$ cat config.mk
export PLATFORM = sky130hd
export DESIGN_NAME = tpl_top
export DESIGN_NICKNAME = d
export VERILOG_FILES = /design/src/hdl/tpl_pkg.sv /design/src/hdl/tpl_channel.sv /design/src/hdl/tpl_top.sv
export SDC_FILE = /design/constraint.sdc
export NUM_CORES = 1
export LEC_CHECK = 0
export BUFFER_PORTS_ARGS = -buffer_cell sky130_fd_sc_hd__clkbuf_2
export CAP_MARGIN = 20
export CORE_MARGIN = 1.5
export CORE_UTILIZATION = 47
export DETAILED_ROUTE_END_ITERATION = 8
export PLACE_DENSITY = 0.69
export SLEW_MARGIN = 40
export SYNTH_ARGS = -nofsm -noshare
export SYNTH_HDL_FRONTEND = slang
export SYNTH_SLANG_ARGS = --single-unit
$ cat constraint.sdc
create_clock -name ref_clk -period 5.3 [get_ports ref_clk]
set_input_delay 0.265 -clock ref_clk [delete_from_list [all_inputs] [get_ports ref_clk]]
set_output_delay 0.265 -clock ref_clk [all_outputs]
set_load 0.05 [all_outputs]
$ cat src/hdl/tpl_pkg.sv
// constants shared by the probe position latch block
// assumes one 100 MHz control clock and the object index port of the drive

package tpl_pkg;

	// ==========================================================
	// object indices
	localparam logic [15:0] TPL_IDX_CTRL   = 16'h60B8;
	localparam logic [15:0] TPL_IDX_STATE  = 16'h60B9;
	localparam logic [15:0] TPL_IDX_A_RISE = 16'h60BA;
	localparam logic [15:0] TPL_IDX_A_FALL = 16'h60BB;
	localparam logic [15:0] TPL_IDX_B_RISE = 16'h60BC;
	localparam logic [15:0] TPL_IDX_B_FALL = 16'h60BD;

	// ==========================================================
	// field positions inside one probe byte
	localparam int TPL_CH_BITS   = 8;
	localparam int TPL_CF_EN     = 0;
	localparam int TPL_CF_CONT   = 1;
	localparam int TPL_CF_SRC    = 2;
	localparam int TPL_CF_RISE   = 4;
	localparam int TPL_CF_FALL   = 5;
	localparam int TPL_SF_EN     = 0;
	localparam int TPL_SF_RISE   = 1;
	localparam int TPL_SF_FALL   = 2;
	localparam int TPL_SF_CNT_LO = 6;

	// ==========================================================
	// reset values, pin and channel counts
	localparam logic [15:0] TPL_CTRL_RST = 16'h0000;
	localparam logic [31:0] TPL_POS_RST  = 32'h0000_0000;
	localparam logic [1:0]  TPL_CNT_RST  = 2'h0;
	localparam int          TPL_PINS     = 4;
	localparam int          TPL_N_CH     = 2;

endpackage : tpl_pkg

$ cat src/hdl/tpl_channel.sv
// one probe channel: edge detection, capture, status byte
// assumes trigger levels already synchronised to ref_clk
`timescale 1ns/10ps

module tpl_channel
	import tpl_pkg::*;
#(
	parameter int POS_W = 32
) (
	// clock, reset, enable
	input  wire logic             ref_clk,
	input  wire logic             rst_b,
	input  wire logic             ce,
	// control byte and triggers
	input  wire logic [7:0]       ctrl,
	input  wire logic             ext_lvl,
	input  wire logic             idx_lvl,
	input  wire logic [POS_W-1:0] position,
	// results
	output logic      [7:0]       status,
	output logic      [POS_W-1:0] rise_pos,
	output logic      [POS_W-1:0] fall_pos,
	output logic                  capture
);

	// ==========================================================
	// trigger selection and edge detection
	logic             en, cont, lvl, rise_ev, fall_ev;
	logic             en_q, en_d, trig_q, trig_d;
	logic             rdone_q, rdone_d, fdone_q, fdone_d;
	logic [1:0]       cnt_q, cnt_d;
	logic [POS_W-1:0] rpos_q, rpos_d, fpos_q, fpos_d;

	assign en   = ctrl[TPL_CF_EN];
	assign cont = ctrl[TPL_CF_CONT];
	assign lvl  = ctrl[TPL_CF_SRC] ? idx_lvl : ext_lvl;

	// single shot gating; a source switch can look like an edge
	assign rise_ev = en && ctrl[TPL_CF_RISE] && lvl && !trig_q && (cont || !rdone_q);
	assign fall_ev = en && ctrl[TPL_CF_FALL] && !lvl && trig_q && (cont || !fdone_q);

	// next state: clear on disable or arming, then set wins
	always_comb begin
		trig_d  = lvl;
		en_d    = en;
		rdone_d = rdone_q;
		fdone_d = fdone_q;
		cnt_d   = cnt_q;
		rpos_d  = rpos_q;
		fpos_d  = fpos_q;
		if (!en || !en_q) begin
			rdone_d = 1'b0;
			fdone_d = 1'b0;
			cnt_d   = TPL_CNT_RST;
		end
		if (rise_ev) begin
			rpos_d  = position;
			rdone_d = 1'b1;
		end
		if (fall_ev) begin
			fpos_d  = position;
			fdone_d = 1'b1;
		end
		if (cont && (rise_ev || fall_ev))
			cnt_d = cnt_q + 2'h1;
	end

	always_ff @(posedge ref_clk) begin
		if (!rst_b) begin
			trig_q  <= 1'b0;
			en_q    <= 1'b0;
			rdone_q <= 1'b0;
			fdone_q <= 1'b0;
			cnt_q   <= TPL_CNT_RST;
			rpos_q  <= POS_W'(TPL_POS_RST);
			fpos_q  <= POS_W'(TPL_POS_RST);
		end else if (ce) begin
			trig_q  <= trig_d;
			en_q    <= en_d;
			rdone_q <= rdone_d;
			fdone_q <= fdone_d;
			cnt_q   <= cnt_d;
			rpos_q  <= rpos_d;
			fpos_q  <= fpos_d;
		end
	end

	assign status   = {cnt_q, 3'h0, fdone_q, rdone_q, en_q};
	assign rise_pos = rpos_q;
	assign fall_pos = fpos_q;
	assign capture  = ce && (rise_ev || fall_ev);

	// ==========================================================
	// checks
	property p_rise_capture;
		@(posedge ref_clk) disable iff (!rst_b)
		(ce && rise_ev) |=> (rpos_q == $past(position)) && rdone_q;
	endproperty
	a_rise_capture: assert property (p_rise_capture) else $error("rise capture missed");

	property p_rise_off;
		@(posedge ref_clk) disable iff (!rst_b)
		!ctrl[TPL_CF_RISE] |=> $stable(rpos_q);
	endproperty
	a_rise_off: assert property (p_rise_off) else $error("rise capture while off");

	property p_fall_off;
		@(posedge ref_clk) disable iff (!rst_b)
		!ctrl[TPL_CF_FALL] |=> $stable(fpos_q);
	endproperty
	a_fall_off: assert property (p_fall_off) else $error("fall capture while off");

	property p_single;
		@(posedge ref_clk) disable iff (!rst_b)
		(en && en_q && !cont && rdone_q) |=> $stable(rpos_q);
	endproperty
	a_single: assert property (p_single) else $error("single shot recaptured");

	property p_fall_done;
		@(posedge ref_clk) disable iff (!rst_b)
		(ce && fall_ev) |=> fdone_q && (fpos_q == $past(position));
	endproperty
	a_fall_done: assert property (p_fall_done) else $error("fall flag or position not set");

	property p_count;
		@(posedge ref_clk) disable iff (!rst_b)
		(ce && en && en_q && cont && rise_ev) |=> cnt_q == $past(cnt_q) + 2'h1;
	endproperty
	a_count: assert property (p_count) else $error("execution count wrong");

	property p_disable;
		@(posedge ref_clk) disable iff (!rst_b)
		(ce && !en) |=> status == 8'h00;
	endproperty
	a_disable: assert property (p_disable) else $error("disabled probe not cleared");

	c_count_wrap: cover property (@(posedge ref_clk) cnt_q == 2'h3 ##[1:50] cnt_q == 2'h0);
	c_fall_capture: cover property (@(posedge ref_clk) ce && fall_ev);

endmodule : tpl_channel

$ cat src/hdl/tpl_top.sv
// probe position latch: pin sampling, object access, two channels
// assumes motor_position is on ref_clk; probe and encoder pins are not
// assumes the object port is driven by ref_clk logic of the fieldbus side
`timescale 1ns/10ps

module tpl_top #(
	parameter int POS_W = 32
) (
	// clock, reset, enable
	input  wire logic        ref_clk,
	input  wire logic        rst_b,
	input  wire logic        ce,
	// probe and encoder pins
	input  wire logic        probe_a_input,
	input  wire logic        probe_b_input,
	input  wire logic        encoder_external_input,
	input  wire logic        encoder_index,
	// feedback position
	input  wire logic [31:0] motor_position,
	// object access port
	input  wire logic [15:0] obj_index,
	input  wire logic        obj_wr,
	input  wire logic [31:0] obj_wdata,
	input  wire logic        obj_rd,
	output logic      [31:0] obj_rdata,
	output logic             obj_rvalid,
	output logic             obj_err,
	// capture strobes
	output logic      [1:0]  capture
);
	import tpl_pkg::*;

	// ==========================================================
	// elaboration check
	generate
		if (POS_W != 32) begin : g_bad_width
			$error("tpl_top: position objects are 32 bits wide");
		end
	endgenerate

	// ==========================================================
	// pin synchronisers
	logic [TPL_PINS-1:0] pins;
	logic [TPL_PINS-1:0] sync1_q, sync1_d;
	logic [TPL_PINS-1:0] sync2_q, sync2_d;

	assign pins = {encoder_index, encoder_external_input, probe_b_input, probe_a_input};

	// two stages before any logic looks at a pin
	always_comb begin
		sync1_d = pins;
		sync2_d = sync1_q;
	end

	always_ff @(posedge ref_clk) begin
		if (!rst_b) begin
			sync1_q <= '0;
			sync2_q <= '0;
		end else if (ce) begin
			sync1_q <= sync1_d;
			sync2_q <= sync2_d;
		end
	end

	// ==========================================================
	// trigger routing
	logic [TPL_N_CH-1:0] ext_lvl;
	logic                idx_lvl;

	// probe A pin, encoder external input shares its route
	assign ext_lvl[0] = sync2_q[0] | sync2_q[2];
	// probe B has its own pin
	assign ext_lvl[1] = sync2_q[1];
	assign idx_lvl    = sync2_q[3];

	// ==========================================================
	// control word
	logic [15:0] ctrl_q, ctrl_d;
	logic        wr_ctrl;

	assign wr_ctrl = obj_wr && (obj_index == TPL_IDX_CTRL);

	// reserved bits are stored as written, the host keeps them zero
	always_comb begin
		ctrl_d = ctrl_q;
		if (wr_ctrl)
			ctrl_d = obj_wdata[15:0];
	end

	always_ff @(posedge ref_clk) begin
		if (!rst_b)
			ctrl_q <= TPL_CTRL_RST;
		else if (ce)
			ctrl_q <= ctrl_d;
	end

	// ==========================================================
	// probe channels
	logic [15:0]      status;
	logic [POS_W-1:0] rise_pos [TPL_N_CH];
	logic [POS_W-1:0] fall_pos [TPL_N_CH];

	// probe B takes the upper control byte
	generate
		for (genvar ch = 0; ch < TPL_N_CH; ch++) begin : g_ch
			tpl_channel #(
				.POS_W (POS_W)
			) u_ch (
				.ref_clk  (ref_clk),
				.rst_b    (rst_b),
				.ce       (ce),
				.ctrl     (ctrl_q[ch*TPL_CH_BITS +: TPL_CH_BITS]),
				.ext_lvl  (ext_lvl[ch]),
				.idx_lvl  (idx_lvl),
				.position (motor_position[POS_W-1:0]),
				.status   (status[ch*TPL_CH_BITS +: TPL_CH_BITS]),
				.rise_pos (rise_pos[ch]),
				.fall_pos (fall_pos[ch]),
				.capture  (capture[ch])
			);
		end
	endgenerate

	// ==========================================================
	// object read path
	logic [31:0] rdata_q, rdata_d;
	logic        rvalid_q, rvalid_d;
	logic        err_q, err_d;
	logic [31:0] rd_mux;
	logic        rd_hit;

	// status word in the low half
	// probe A results at their own objects
	always_comb begin
		rd_hit = 1'b1;
		unique case (obj_index)
			TPL_IDX_CTRL:   rd_mux = {16'h0000, ctrl_q};
			TPL_IDX_STATE:  rd_mux = {16'h0000, status};
			TPL_IDX_A_RISE: rd_mux = rise_pos[0];
			TPL_IDX_A_FALL: rd_mux = fall_pos[0];
			TPL_IDX_B_RISE: rd_mux = rise_pos[1];
			TPL_IDX_B_FALL: rd_mux = fall_pos[1];
			default: begin
				rd_mux = 32'h0000_0000;
				rd_hit = 1'b0;
			end
		endcase
	end

	// unknown index or a write to a read-only object flags an error;
	// the read answer comes on the next ce cycle after a request taken while ce is high
	always_comb begin
		rvalid_d = obj_rd;
		rdata_d  = rdata_q;
		err_d    = 1'b0;
		if (obj_rd) begin
			rdata_d = rd_mux;
			err_d   = !rd_hit;
		end
		if (obj_wr && !wr_ctrl)
			err_d = 1'b1;
	end

	always_ff @(posedge ref_clk) begin
		if (!rst_b) begin
			rdata_q  <= 32'h0000_0000;
			rvalid_q <= 1'b0;
			err_q    <= 1'b0;
		end else if (ce) begin
			rdata_q  <= rdata_d;
			rvalid_q <= rvalid_d;
			err_q    <= err_d;
		end
	end

	assign obj_rdata  = rdata_q;
	assign obj_rvalid = rvalid_q && ce;
	assign obj_err    = err_q && ce;

	// ==========================================================
	// checks
	property p_ctrl_write;
		@(posedge ref_clk) disable iff (!rst_b)
		(ce && wr_ctrl) |=> ctrl_q == $past(obj_wdata[15:0]);
	endproperty
	a_ctrl_write: assert property (p_ctrl_write) else $error("control write lost");

	property p_ctrl_reset;
		@(posedge ref_clk)
		!rst_b |=> ctrl_q == 16'h0000;
	endproperty
	a_ctrl_reset: assert property (p_ctrl_reset) else $error("control not reset to zero");

	property p_b_enable;
		@(posedge ref_clk) disable iff (!rst_b)
		(ce && ctrl_q[8]) |=> status[8];
	endproperty
	a_b_enable: assert property (p_b_enable) else $error("probe B enable not shown");

	property p_state_read;
		@(posedge ref_clk) disable iff (!rst_b)
		(ce && obj_rd && obj_index == TPL_IDX_STATE) |=>
			obj_rdata == {16'h0000, $past(status)};
	endproperty
	a_state_read: assert property (p_state_read) else $error("status read wrong");

	property p_a_rise_read;
		@(posedge ref_clk) disable iff (!rst_b)
		(ce && obj_rd && obj_index == TPL_IDX_A_RISE) |=>
			obj_rdata == $past(rise_pos[0]);
	endproperty
	a_a_rise_read: assert property (p_a_rise_read) else $error("probe A rise read wrong");

	property p_b_mode;
		@(posedge ref_clk) disable iff (!rst_b)
		(ce && ctrl_q[8] && !ctrl_q[9] && status[9]) |=> $stable(rise_pos[1]);
	endproperty
	a_b_mode: assert property (p_b_mode) else $error("probe B single shot recaptured");

	property p_pin_delay;
		@(posedge ref_clk) disable iff (!rst_b)
		(ce ##1 ce ##1 ce) |-> sync2_q[0] == $past(probe_a_input, 2);
	endproperty
	a_pin_delay: assert property (p_pin_delay) else $error("probe A pin path wrong");

	property p_rd_answer;
		@(posedge ref_clk) disable iff (!rst_b)
		(ce && obj_rd) ##1 ce |-> obj_rvalid;
	endproperty
	a_rd_answer: assert property (p_rd_answer) else $error("read not answered");

	c_both_capture: cover property (@(posedge ref_clk) capture == 2'h3);
	c_index_capture: cover property (@(posedge ref_clk) ctrl_q[2] && capture[0]);
	c_unmapped: cover property (@(posedge ref_clk) obj_err);

endmodule : tpl_top

# After elaboration in Yosys (flattened, before gate mapping)
# Cells that the tools add are included.
[totals] reg_bits=198 input_bits=89 output_inout_bits=36
[classes] n_addsub=2 n_eq_ne=6 n_mux=16 n_bitwise=1 reduce_logical=65
[ops] cell="$pmux 32 s6" n=1
[ops] cell="$eq 16x15->1 const B" n=6
[ops] cell="$logic_and 1x1->1" n=24
[ops] cell="$reduce_and 2->1" n=12
[ops] cell="$logic_not 1->1" n=14
[ops] cell="$reduce_bool 2->1" n=6
[ops] cell="$mux 1" n=11
[ops] cell="$logic_or 1x1->1" n=8
[ops] cell="$mux 2" n=4
[ops] cell="$reduce_or 6->1" n=1
[ops] cell="$add 2x1->2 const B" n=2
[ops] cell="$or 1x1->1" n=1

# Longest topological paths before layout
# Gate-level depths: netlist of run 1.
[depth] word_depth=10 depth_mapped=8

# Modules after synthesis
# A second synthesis of run 1 with hierarchy kept.
[unflattened] hier_cells=1034 hier_area_um2=9216.3
[modules_own_cells] module="tpl_channel" instances=2 cells_each=321 area_per_inst_um2=2852.7 seq_area_each_um2=1401.3
[modules_own_cells] module="tpl_top" instances=1 cells_each=392 area_per_inst_um2=3510.9 seq_area_each_um2=1161.1

# Least setup slack after synthesis of run 1
# No wires, ideal clock.
[synth_timing] path_type="input -> register" start="input port obj_index[10]" end="register rdata_q[22], in the netlist obj_rdata[22]" setup_time_ns=0.074 t_arrival_ns=2.175 slack_ns=3.050 stages=7 n_path_buf=2 cell_sequence="or4b_1 clkbuf_2 or4b_4 nor4_4 buf_6 a22oi_1 o21ai_0"
[synth_between] elab_chain_len=2
[synth_lines] element="from (decl)" line_no="tpl_top.sv:21" source="input wire logic [15:0] obj_index,"
[synth_lines] element="$eq 16x15->1" line_no="tpl_top.sv:136" source="unique case (obj_index)"
[synth_lines] element="$pmux 32 s6 *" line_no="tpl_top.sv:136"
[synth_lines] element="to (signal assigned)" line_no="tpl_top.sv:170" source="rdata_q <= rdata_d;"
[synth_lines] element="to (decl)" line_no="tpl_top.sv:126" source="logic [31:0] rdata_q, rdata_d;"
# Every way passes the cells marked *; elsewhere a longest branch is shown, timed or not.
# A chain may end at the register's enable or synchronous reset.

# Worst setup path in the final report of run 1
[layout_timing] start="register ctrl_q[10]" end="output port capture[1]"
[layout_between] elab_chain_len=7
[layout_lines] element="from (decl)" line_no="tpl_top.sv:78" source="logic [15:0] ctrl_q, ctrl_d;"
[layout_lines] element="from (signal assigned)" line_no="tpl_top.sv:94" source="ctrl_q <= ctrl_d;"
[layout_lines] element="$mux 1 *" line_no="tpl_channel.sv:36" source="assign lvl = ctrl[TPL_CF_SRC] ? idx_lvl : ext_lvl;"
[layout_lines] element="$logic_not 1->1" line_no="tpl_channel.sv:40" source="assign fall_ev = en && ctrl[TPL_CF_FALL] && !lvl && trig_q && (cont || !fdone_q);"
[layout_lines] element="$logic_and 1x1->1 (3 in series)" line_no="tpl_channel.sv:40"
[layout_lines] element="$logic_or 1x1->1 *" line_no="tpl_channel.sv:91" source="assign capture = ce && (rise_ev || fall_ev);"
[layout_lines] element="$logic_and 1x1->1 *" line_no="tpl_channel.sv:91"
[layout_lines] element="to (decl)" line_no="tpl_top.sv:29" source="output logic [1:0] capture"
# Marked as above.

==> key figures, run 1 <==
Timing
  • Final setup viols: 0
  • Slew HR: 0.445
  • Hold WS: 0.0795 ns
  • Slew Viols, Final: 0
  • RSZ-0062 raised after global routing: false
  • Fmax: 0.359 GHz
  • Clock skew: 0.00948 ns
  • Period utilization: 0.526
  • Min Tclk post-route: 2.79 ns
  • Worst-margin pin slew: 0.830 ns
  • TNS Setup: 0 ns
  • Fin. Hold Viols: 0

Route
  • Vias after detailed routing: 6972
  • DRC errors left: 0
  • Vias per cell: 5.53
  • TritonRoute pass-1 iters: 5
  • Drt initial violations: 435
  • Routed wire length: 22.5 mm
  • Antenna-violating nets left: 0
  • Routed len/inst: 17.9 um

Power and ir drop
  • Pwr Density: 302 nW/um^2
  • Max IR drop VDD: 0.244 mV
  • Pleak: 3.64 nW

Final layout
  • Antenna fix cells: 0
  • Commonest non-fill, non-tap cell in the layout: nand2_1
  • Nets: 1108
  • Final cell utilization of the core: 0.552
  • Share of cells above drive strength 1: 0.194
  • Area delta synth->final: 15.1%
  • Commonest cells after routing, fill and taps aside: nand2_1 (218), dfxtp_1 (198), clkbuf_2 (106), mux2i_1 (97), a21boi_0 (78)

Logic synthesis
  • Multiplexer share of the synthesized area: 0.142
  • Syn Area/Cell: 9.10 um^2
  • Yosys reg bits: 198
  • Top cells by area, synth: dfxtp_1 (46%), mux2i_1 (11%), nand2_1 (9.5%), a21boi_0 (6.8%), nor2b_1 (4.6%)
  • Post-Syn Area: 8650 um^2
  • YS warnings: 0
  • Mapped Cells: 950
  • Unique cell type count in the Yosys netlist: 49
  • Sequential element share of the synthesized area: 0.458
  • Synth top area share: 0.458
  • Area fraction in compound gates after synthesis: 0.171
  • Syn_nets: 1039
  • Simple-gate share of the synthesized area: 0.191
  • Adder-cell share of the synthesized area: 0
  • Synth Area in XOR/XNOR: 0.00101
  • Main combinational cell family by area after synthesis: simple AND/OR/NAND/NOR gates
  • Synth area leader: dfxtp_1

Clock network
  • Postcts setup bufs: 0
  • Clock sinks: 198
  • Clock Path Buffers: 2
  • Clock Pin Slew Worst Setup and Hold Paths: 0.07 ns
  • Post-cts gate resize count: 0
  • Worst-skew pair later-pin latency: 0.44 ns
  • CTS Root Cell: clkbuf_16
  • Post-CTS Hold Buffers: 0
  • TritonCTS clock tree: built
  • Clock H-tree levels: 4
  • TritonCTS Buffers: 17

Setup path
  • Crit. End Element: output port
  • CP bufs+invs: 2
  • Top delay family on crit path: simple AND/OR/NAND/NOR gates
  • Arrival time worst endpoint: 2.52 ns
  • CP peak stage delay: 0.49 ns
  • Cell Chain, Critical Path: mux2i_1 -> nor2_1 -> nand3_2 -> buf_4 -> nand2_1 -> clkbuf_2
  • Critical Path Start Type: flop
  • Critical Path Slowest Stage Cell: mux2i_1
  • CP max FO: 18
  • CP Class: flop to output port
  • Critical path required time: 5.04 ns

Floorplanning
  • Starting Density: 0.480
  • # IOs: 125
  • Die area: 19200 um^2
  • DIE HEIGHT: 139 um
  • Cell row count: 49
  • Total core area: 18000 um^2
  • Die Wd: 139 um

Global routing
  • Remaining Overflow, GRT: 0
  • Vias in the first global route: 6581
  • Global-route wire length before repair: 35.8 mm
  • Largest net degree at the start of global routing: 117
  • Tot GR Track Use: 0.235
  • Initial antenna violation count: 0

Run
  • Max Cap Violations: 0

Place
  • Port Buffers: 108
  • DP HPWL: 14.3 mm
  • RD Place Congestion: 0.792

Min path
  • HP Class: primary input to flop

Outcome
  • Status: finished, final reports clean
## final timing paths
path	from	to	slack (ns)	depth (start not counted)
max	ctrl_q[10]	capture[1]	2.51	6
min	obj_wdata[8]	ctrl_q[8]	0.08	3
max reg2reg	sync2_q[0]	g_ch[0].u_ch.fall_pos[21]	3.04	6
min reg2reg	g_ch[1].u_ch.rise_pos[4]	g_ch[1].u_ch.rise_pos[4]	0.45	2
## where the power goes
part	switching [mW]	internal [mW]	total [mW]	leakage, nW
clock network	0.567	0.769	1.34	0.297
logic	0.103	0.0609	0.164	1.75
registers	0.00577	1.50	1.50	1.60
## cell type report
| cell class | count | area, um^2 |
|---|---|---|
| Multi-Input combinational cell | 675 | 4400 |
| Tap cell | 229 | 287 |
| Clock inverter | 11 | 148 |
| Fill cell | 1686 | 8070 |
| Inverter | 2 | 7.51 |
| Sequential cell | 198 | 3960 |
| Timing Repair Buffer | 125 | 684 |
| Clock buffer | 21 | 460 |
## registers in the layout (all words and copies together), names as in the netlist
name,count
g_ch.u_ch.fall_pos,64
g_ch.u_ch.rise_pos,64
obj_rdata,32
ctrl_q,16
g_ch.u_ch.cnt_q,4
sync1_q,4
sync2_q,4
g_ch.u_ch.en_q,2
g_ch.u_ch.fdone_q,2
g_ch.u_ch.rdone_q,2
g_ch.u_ch.trig_q,2
err_q,1
rvalid_q,1
## logic make-up after synthesis
group	count (synthesis)
buffers and inverters	77
DFF	198
xor gates and xnor gates	1
muxes	120
and+or+nand+nor	343
AOI/OAI and AO/OA	211
## through the flow
step	total power, mW	cells	worst slack, ns	cell area, um^2
detailed placement	1.70	1229	2.29	9340
global route	3.09	1261	2.38	9950
global placement	1.70	1226	2.37	9300
floorplan	1.63	950	3.05	8650
CTS	3.02	1261	2.23	9950
finish	3.00	1261	2.51	9950
## Yosys cell counts, drive strengths merged
master     n
nand2b     6
a2bb2oi    6
nor3b      2
nor3       4
nand4b     1
or4        1
nor2b     64
o22ai     10
a22oi     16
a32oi     16
nor2       6
nand3b     1
a21oi     27
and2      11
inv        2
o221a     10
nand3      6
or3        2
nor4b      1
clkbuf    60
and3       2
mux2i     97
o31a       1
a31oi      8
xor2       1
or4b       3
dfxtp    198
buf       15
nor4       5
nand4      9
and4       1
o2111ai    1
a21boi    78
o21a       1
o21ai     36
nand2    218
o2bb2ai    1
mux2      23
## per-layer routing
| layer | track usage | vias up | share of wire | routed length (um) |
|---|---|---|---|---|
| met3 | 0.0449 | 30 | 0.050 | 1130 |
| met1 | 0.315 | 3278 | 0.46 | 10400 |
| met4 | 0.0811 | 0 | 0.021 | 462 |
| met2 | 0.380 | 210 | 0.47 | 10500 |
| li1 | - | 3454 | - | - |
| met5 | 0 | - | 0 | 0 |
## worst reg2reg max path, delay by kind of cell, from the launching register on
| kind | cells | cell delay, ns |
|---|---|---|
| and+or+nand+nor | 3 | 0.89 |
| buffers and inverters | 1 | 0.46 |
| DFF | 1 | 0.31 |
| muxes | 1 | 0.31 |
| AOI/OAI and AO/OA | 1 | 0.18 |
(Power assumes the default switching activity.)
==> inputs of run 2 (changes only) <==
==> constraint.sdc (replaced) <==
create_clock -name ref_clk -period 2.8 [get_ports ref_clk]
set_input_delay 0.14 -clock ref_clk [delete_from_list [all_inputs] [get_ports ref_clk]]
set_output_delay 0.14 -clock ref_clk [all_outputs]
set_load 0.05 [all_outputs]
==> run 2 against run 1 <==
- non-clock buffer count increased by 61
- total power rose by 89%
- routed wire length rose by 1.3%
- hold slack worse by 0.071 ns
- critical path depth down 1
- final area grew 5.4%
- count of clock-buffer cells in the layout decreased by 4
- cell count is 4.8% higher
- via count grew 4.0%
- sequential share of layout area decreased by 2.1 points
- flip-flop and latch count is the same
- largest power group unchanged
==> key figures, run 2 (synthesized netlist as in run 1, its figures left out) <==
Setup path
  • Critical Path Slowest Stage Cell: or4_1
  • CP Class: flop to output port
  • Critical path required time: 2.66 ns
  • Crit. End Element: output port
  • Arrival time worst endpoint: 2.40 ns
  • CP peak stage delay: 0.84 ns
  • Cell Chain, Critical Path: nand2_1 -> o21a_1 -> or4_1 -> nand2b_1 -> clkbuf_2
  • CP max FO: 11
  • Critical Path Start Type: flop

Power and ir drop
  • Net Sw Power: 1.41 mW
  • Combinational power share: 0.064
  • Max IR drop VDD: 0.464 mV
  • Cell-internal power: 4.26 mW
  • Sw frac: 0.249
  • Pwr Density: 541 nW/um^2
  • Pleak: 3.88 nW
  • Tot Pwr: 5.68 mW
  • Sequential Power Share: 0.501
  • Clock power frac: 0.435

Timing
  • Worst-margin pin slew: 0.748 ns
  • Slew HR: 0.500
  • RSZ-0062 raised after global routing: false
  • Hold WS: 0.00885 ns
  • Slew Viols, Final: 0
  • Final setup viols: 0
  • Clock skew: 0.0152 ns
  • Fmax: 0.393 GHz
  • Min Tclk post-route: 2.54 ns
  • Setup slack after layout: 0.256 ns
  • TNS Setup: 0 ns
  • Fin. Hold Viols: 0
  • Period utilization: 0.908

Floorplanning
  • DIE HEIGHT: 139 um
  • Cell row count: 49
  • Die Wd: 139 um
  • Total core area: 18000 um^2
  • # IOs: 125
  • Starting Density: 0.480
  • Die area: 19200 um^2

Place
  • Pre-CTS setup slack: 0.376 ns
  • DP HPWL: 14.8 mm
  • Port Buffers: 108
  • RD Place Congestion: 0.797
  • Placed Area: 9420 um^2
  • Placed cells: 1242

Clock network
  • Clock Pin Slew Worst Setup and Hold Paths: 0.07 ns
  • Worst-skew pair later-pin latency: 0.44 ns
  • Clock H-tree levels: 4
  • Clock sinks: 198
  • Post-cts gate resize count: 0
  • TritonCTS Buffers: 17
  • Postcts setup bufs: 0
  • CTS Root Cell: clkbuf_16
  • Post-CTS Hold Buffers: 48
  • Clock Path Buffers: 2
  • TritonCTS clock tree: built

Min path
  • HP Class: primary input to flop

Route
  • DRC errors left: 0
  • TritonRoute pass-1 iters: 5
  • Vias per cell: 5.48
  • Routed wire length: 22.8 mm
  • Routed len/inst: 17.3 um
  • Drt initial violations: 465
  • Vias after detailed routing: 7250
  • Antenna-violating nets left: 0

Run
  • Max Cap Violations: 0

Final layout
  • Antenna fix cells: 0
  • Final cell utilization of the core: 0.582
  • Nets: 1169
  • Commonest non-fill, non-tap cell in the layout: nand2_1
  • Commonest cells after routing, fill and taps aside: nand2_1 (218), dfxtp_1 (198), clkbuf_2 (106), mux2i_1 (97), a21boi_0 (78)
  • Fin cells: 1322
  • Fill count: 1606
  • Area delta synth->final: 21.4%
  • Final instance area: 10500 um^2
  • Share of cells above drive strength 1: 0.195

Global routing
  • Met3 usage: 0.0418
  • Busiest grt layer: met2
  • Largest net degree at the start of global routing: 59
  • Initial antenna violation count: 0
  • Met2 usage: 0.392
  • Grt met1 use: 0.312
  • Vias in the first global route: 6881
  • Remaining Overflow, GRT: 0
  • Tot GR Track Use: 0.238
  • Global-route wire length before repair: 36.5 mm

Outcome
  • Status: finished, final reports clean
run 2: cell types whose count changed in the layout (fill, tap and decap cells not counted), moves of 3 or more:
cell,change
buf_4,+14
dlygate4sd3_1,+48
inv_8,+4
buf_6,-3
run 2: worst max-delay path: cells and delay by family, from the launching register on:
family	cells	cell delay, ns
AO/OA/AOI/OAI	1	0.13
buffers and inverters	1	0.30
flip-flops	1	0.39
AND/OR/NAND/NOR	3	1.16
run 2: power groups by stage:
| stage | Clock [mW] | Sequential [mW] | Combinational [mW] |
|---|---|---|---|
| after floorplan | 0 | 2.93 | 0.158 |
| after global placement | 0 | 2.91 | 0.310 |
| after detailed placement | 0 | 2.91 | 0.311 |
| after CTS | 2.51 | 2.84 | 0.365 |
| after global routing | 2.62 | 2.84 | 0.389 |
| final | 2.47 | 2.84 | 0.366 |
run 2: cell type report:
class / instances / area, um^2 / share of cell area
clock buffer: 17 / 425 / 0.0405
clock inverter: 15 / 166 / 0.0159
sequential: 198 / 3960 / 0.378
inverter: 2 / 7.51 / 0.000715
timing repair buffer: 186 / 1260 / 0.120
multi-input combinational: 675 / 4380 / 0.418
tap: 229 / 287 / 0.0273
run 2: path summary, 6_finish.rpt:
kind         slack (ns)                      from  cells after the start                  endpoint
max                0.26                 ctrl_q[2]                      5                capture[0]
min               0.009              obj_wdata[5]                      3                 ctrl_q[5]
max reg2reg        0.74                 ctrl_q[2]                      6  g_ch[0].u_ch.rise_pos[3]
min reg2reg        0.45  g_ch[1].u_ch.rise_pos[2]                      2  g_ch[1].u_ch.rise_pos[2]
run 2: per-layer routing:
layer,wire length (um),part of all wire,up-vias
li1,-,-,3577
met1,10500,0.46,3451
met2,10700,0.47,191
met3,1040,0.046,31
met4,559,0.024,0
met5,0,0,-
==> inputs of run 3 (changes only) <==
--- a/config.mk
+++ b/config.mk
@@ -10,7 +10,7 @@
 export CORE_MARGIN = 1.5
 export CORE_UTILIZATION = 47
 export DETAILED_ROUTE_END_ITERATION = 8
-export PLACE_DENSITY = 0.69
+export PLACE_DENSITY = 0.71
 export SLEW_MARGIN = 40
 export SYNTH_ARGS = -nofsm -noshare
 export SYNTH_HDL_FRONTEND = slang
==> run 3 against run 2 <==
- maximum frequency up 4.1%
- count of clock-buffer cells in the layout up 1
- routed wire length up 0.88%
- worst setup slack better by 0.10 ns
- clock power up 2%
- critical endpoint is now capture[1]
- largest power group unchanged
==> key figures, run 3 (synthesized netlist as in run 1, its figures left out) <==
Timing
  • Slew Viols, Final: 0
  • Min Tclk post-route: 2.44 ns
  • TNS Setup: 0 ns
  • Period utilization: 0.873
  • RSZ-0062 raised after global routing: false
  • Clock skew: 0.00955 ns
  • Worst-margin pin slew: 0.739 ns
  • Slew HR: 0.508
  • Fin. Hold Viols: 0
  • Fmax: 0.409 GHz
  • Hold WS: 0.00473 ns
  • Final setup viols: 0

Floorplanning
  • Starting Density: 0.480
  • DIE HEIGHT: 139 um
  • Die area: 19200 um^2
  • # IOs: 125
  • Cell row count: 49
  • Die Wd: 139 um
  • Total core area: 18000 um^2

Global routing
  • Tot GR Track Use: 0.239
  • Vias in the first global route: 7010
  • Largest net degree at the start of global routing: 63
  • Global-route wire length before repair: 36.6 mm
  • Remaining Overflow, GRT: 0
  • Initial antenna violation count: 0

Final layout
  • Antenna fix cells: 0
  • Final instance area: 10500 um^2
  • Nets: 1171
  • Commonest cells after routing, fill and taps aside: nand2_1 (218), dfxtp_1 (198), clkbuf_2 (106), mux2i_1 (97), a21boi_0 (78)
  • Commonest non-fill, non-tap cell in the layout: nand2_1
  • Final cell utilization of the core: 0.584
  • Share of cells above drive strength 1: 0.196
  • Area delta synth->final: 21.8%

Power and ir drop
  • Tot Pwr: 5.74 mW
  • Pwr Density: 545 nW/um^2
  • Pleak: 3.90 nW
  • Max IR drop VDD: 0.453 mV

Setup path
  • Critical path required time: 2.66 ns
  • CP Class: flop to output port
  • Crit. End Element: output port
  • Critical Path Start Type: flop
  • CP max FO: 17
  • R2R Setup Slk: 0.75 ns
  • Arrival time worst endpoint: 2.30 ns

Clock network
  • TritonCTS Buffers: 17
  • Clock sinks: 198
  • Worst-skew pair later-pin latency: 0.43 ns
  • Clock H-tree levels: 4
  • CTS Root Cell: clkbuf_16
  • Postcts setup bufs: 0
  • TritonCTS clock tree: built
  • Clock Pin Slew Worst Setup and Hold Paths: 0.07 ns
  • Clock Path Buffers: 2

Route
  • TritonRoute pass-1 iters: 5
  • Antenna-violating nets left: 0
  • DRC errors left: 0
  • Vias per cell: 5.49
  • Drt initial violations: 484
  • Vias after detailed routing: 7274
  • Routed wire length: 23.0 mm
  • Routed len/inst: 17.4 um

Place
  • DP HPWL: 14.8 mm
  • Placed Area: 9430 um^2
  • RD Place Congestion: 0.796
  • Port Buffers: 108

Run
  • Max Cap Violations: 0

Min path
  • HP Class: primary input to flop

Outcome
  • Status: finished, final reports clean
==> run 3: cell type report <==
class | count | area, um^2
tap | 229 | 287
clock inverter | 14 | 161
sequential | 198 | 3960
fill | 1634 | 7490
multi-input combinational | 675 | 4380
timing repair buffer | 188 | 1290
clock buffer | 18 | 439
inverter | 2 | 7.51
==> run 3: worst max-delay path, stage by stage (launching register included) <==
cell	delay, ns
dfxtp_1	0.39
mux2i_1	0.47
and2_1	0.23
nand3_1	0.11
buf_4	0.23
nand2_1	0.13
clkbuf_2	0.30
==> run 3: repair_timing <==
item / CTS / global route
resized for setup: 0 / 0
hold buffers: 48 / 0
hold endpoints to repair: 102 / 0
==> run 3: power breakdown <==
| part | switching (mW) | internal, mW |
|---|---|---|
| Clock | 1.15 | 1.37 |
| Combinational | 0.207 | 0.167 |
| Sequential | 0.0112 | 2.83 |
| Total | 1.37 | 4.37 |
==> run 3: path summary, 6_finish.rpt <==
check                                start                         to  cells after the start
setup / recovery                ctrl_q[10]                 capture[1]                      6
hold reg to reg   g_ch[1].u_ch.rise_pos[7]   g_ch[1].u_ch.rise_pos[7]                      2
setup reg to reg                 ctrl_q[2]  g_ch[0].u_ch.rise_pos[21]                      6
hold / removal                obj_wdata[7]                  ctrl_q[7]                      3
==> run 3: stage by stage <==
stage	std cells	setup WS, ns
6_report	1324	0.356
5_1_grt	1324	0.211
4_1_cts	1323	0.356
3_5_place_dp	1243	0.353
3_3_place_gp	1243	0.396
2_1_floorplan	950	0.675
==> run 3: routing by layer <==
| layer | vias to the layer above | share of wire | track usage |
|---|---|---|---|
| met5 | - | 0 | 0 |
| li1 | 3571 | - | - |
| met4 | 0 | 0.024 | 0.0850 |
| met2 | 235 | 0.46 | 0.392 |
| met1 | 3430 | 0.45 | 0.317 |
| met3 | 38 | 0.061 | 0.0428 |
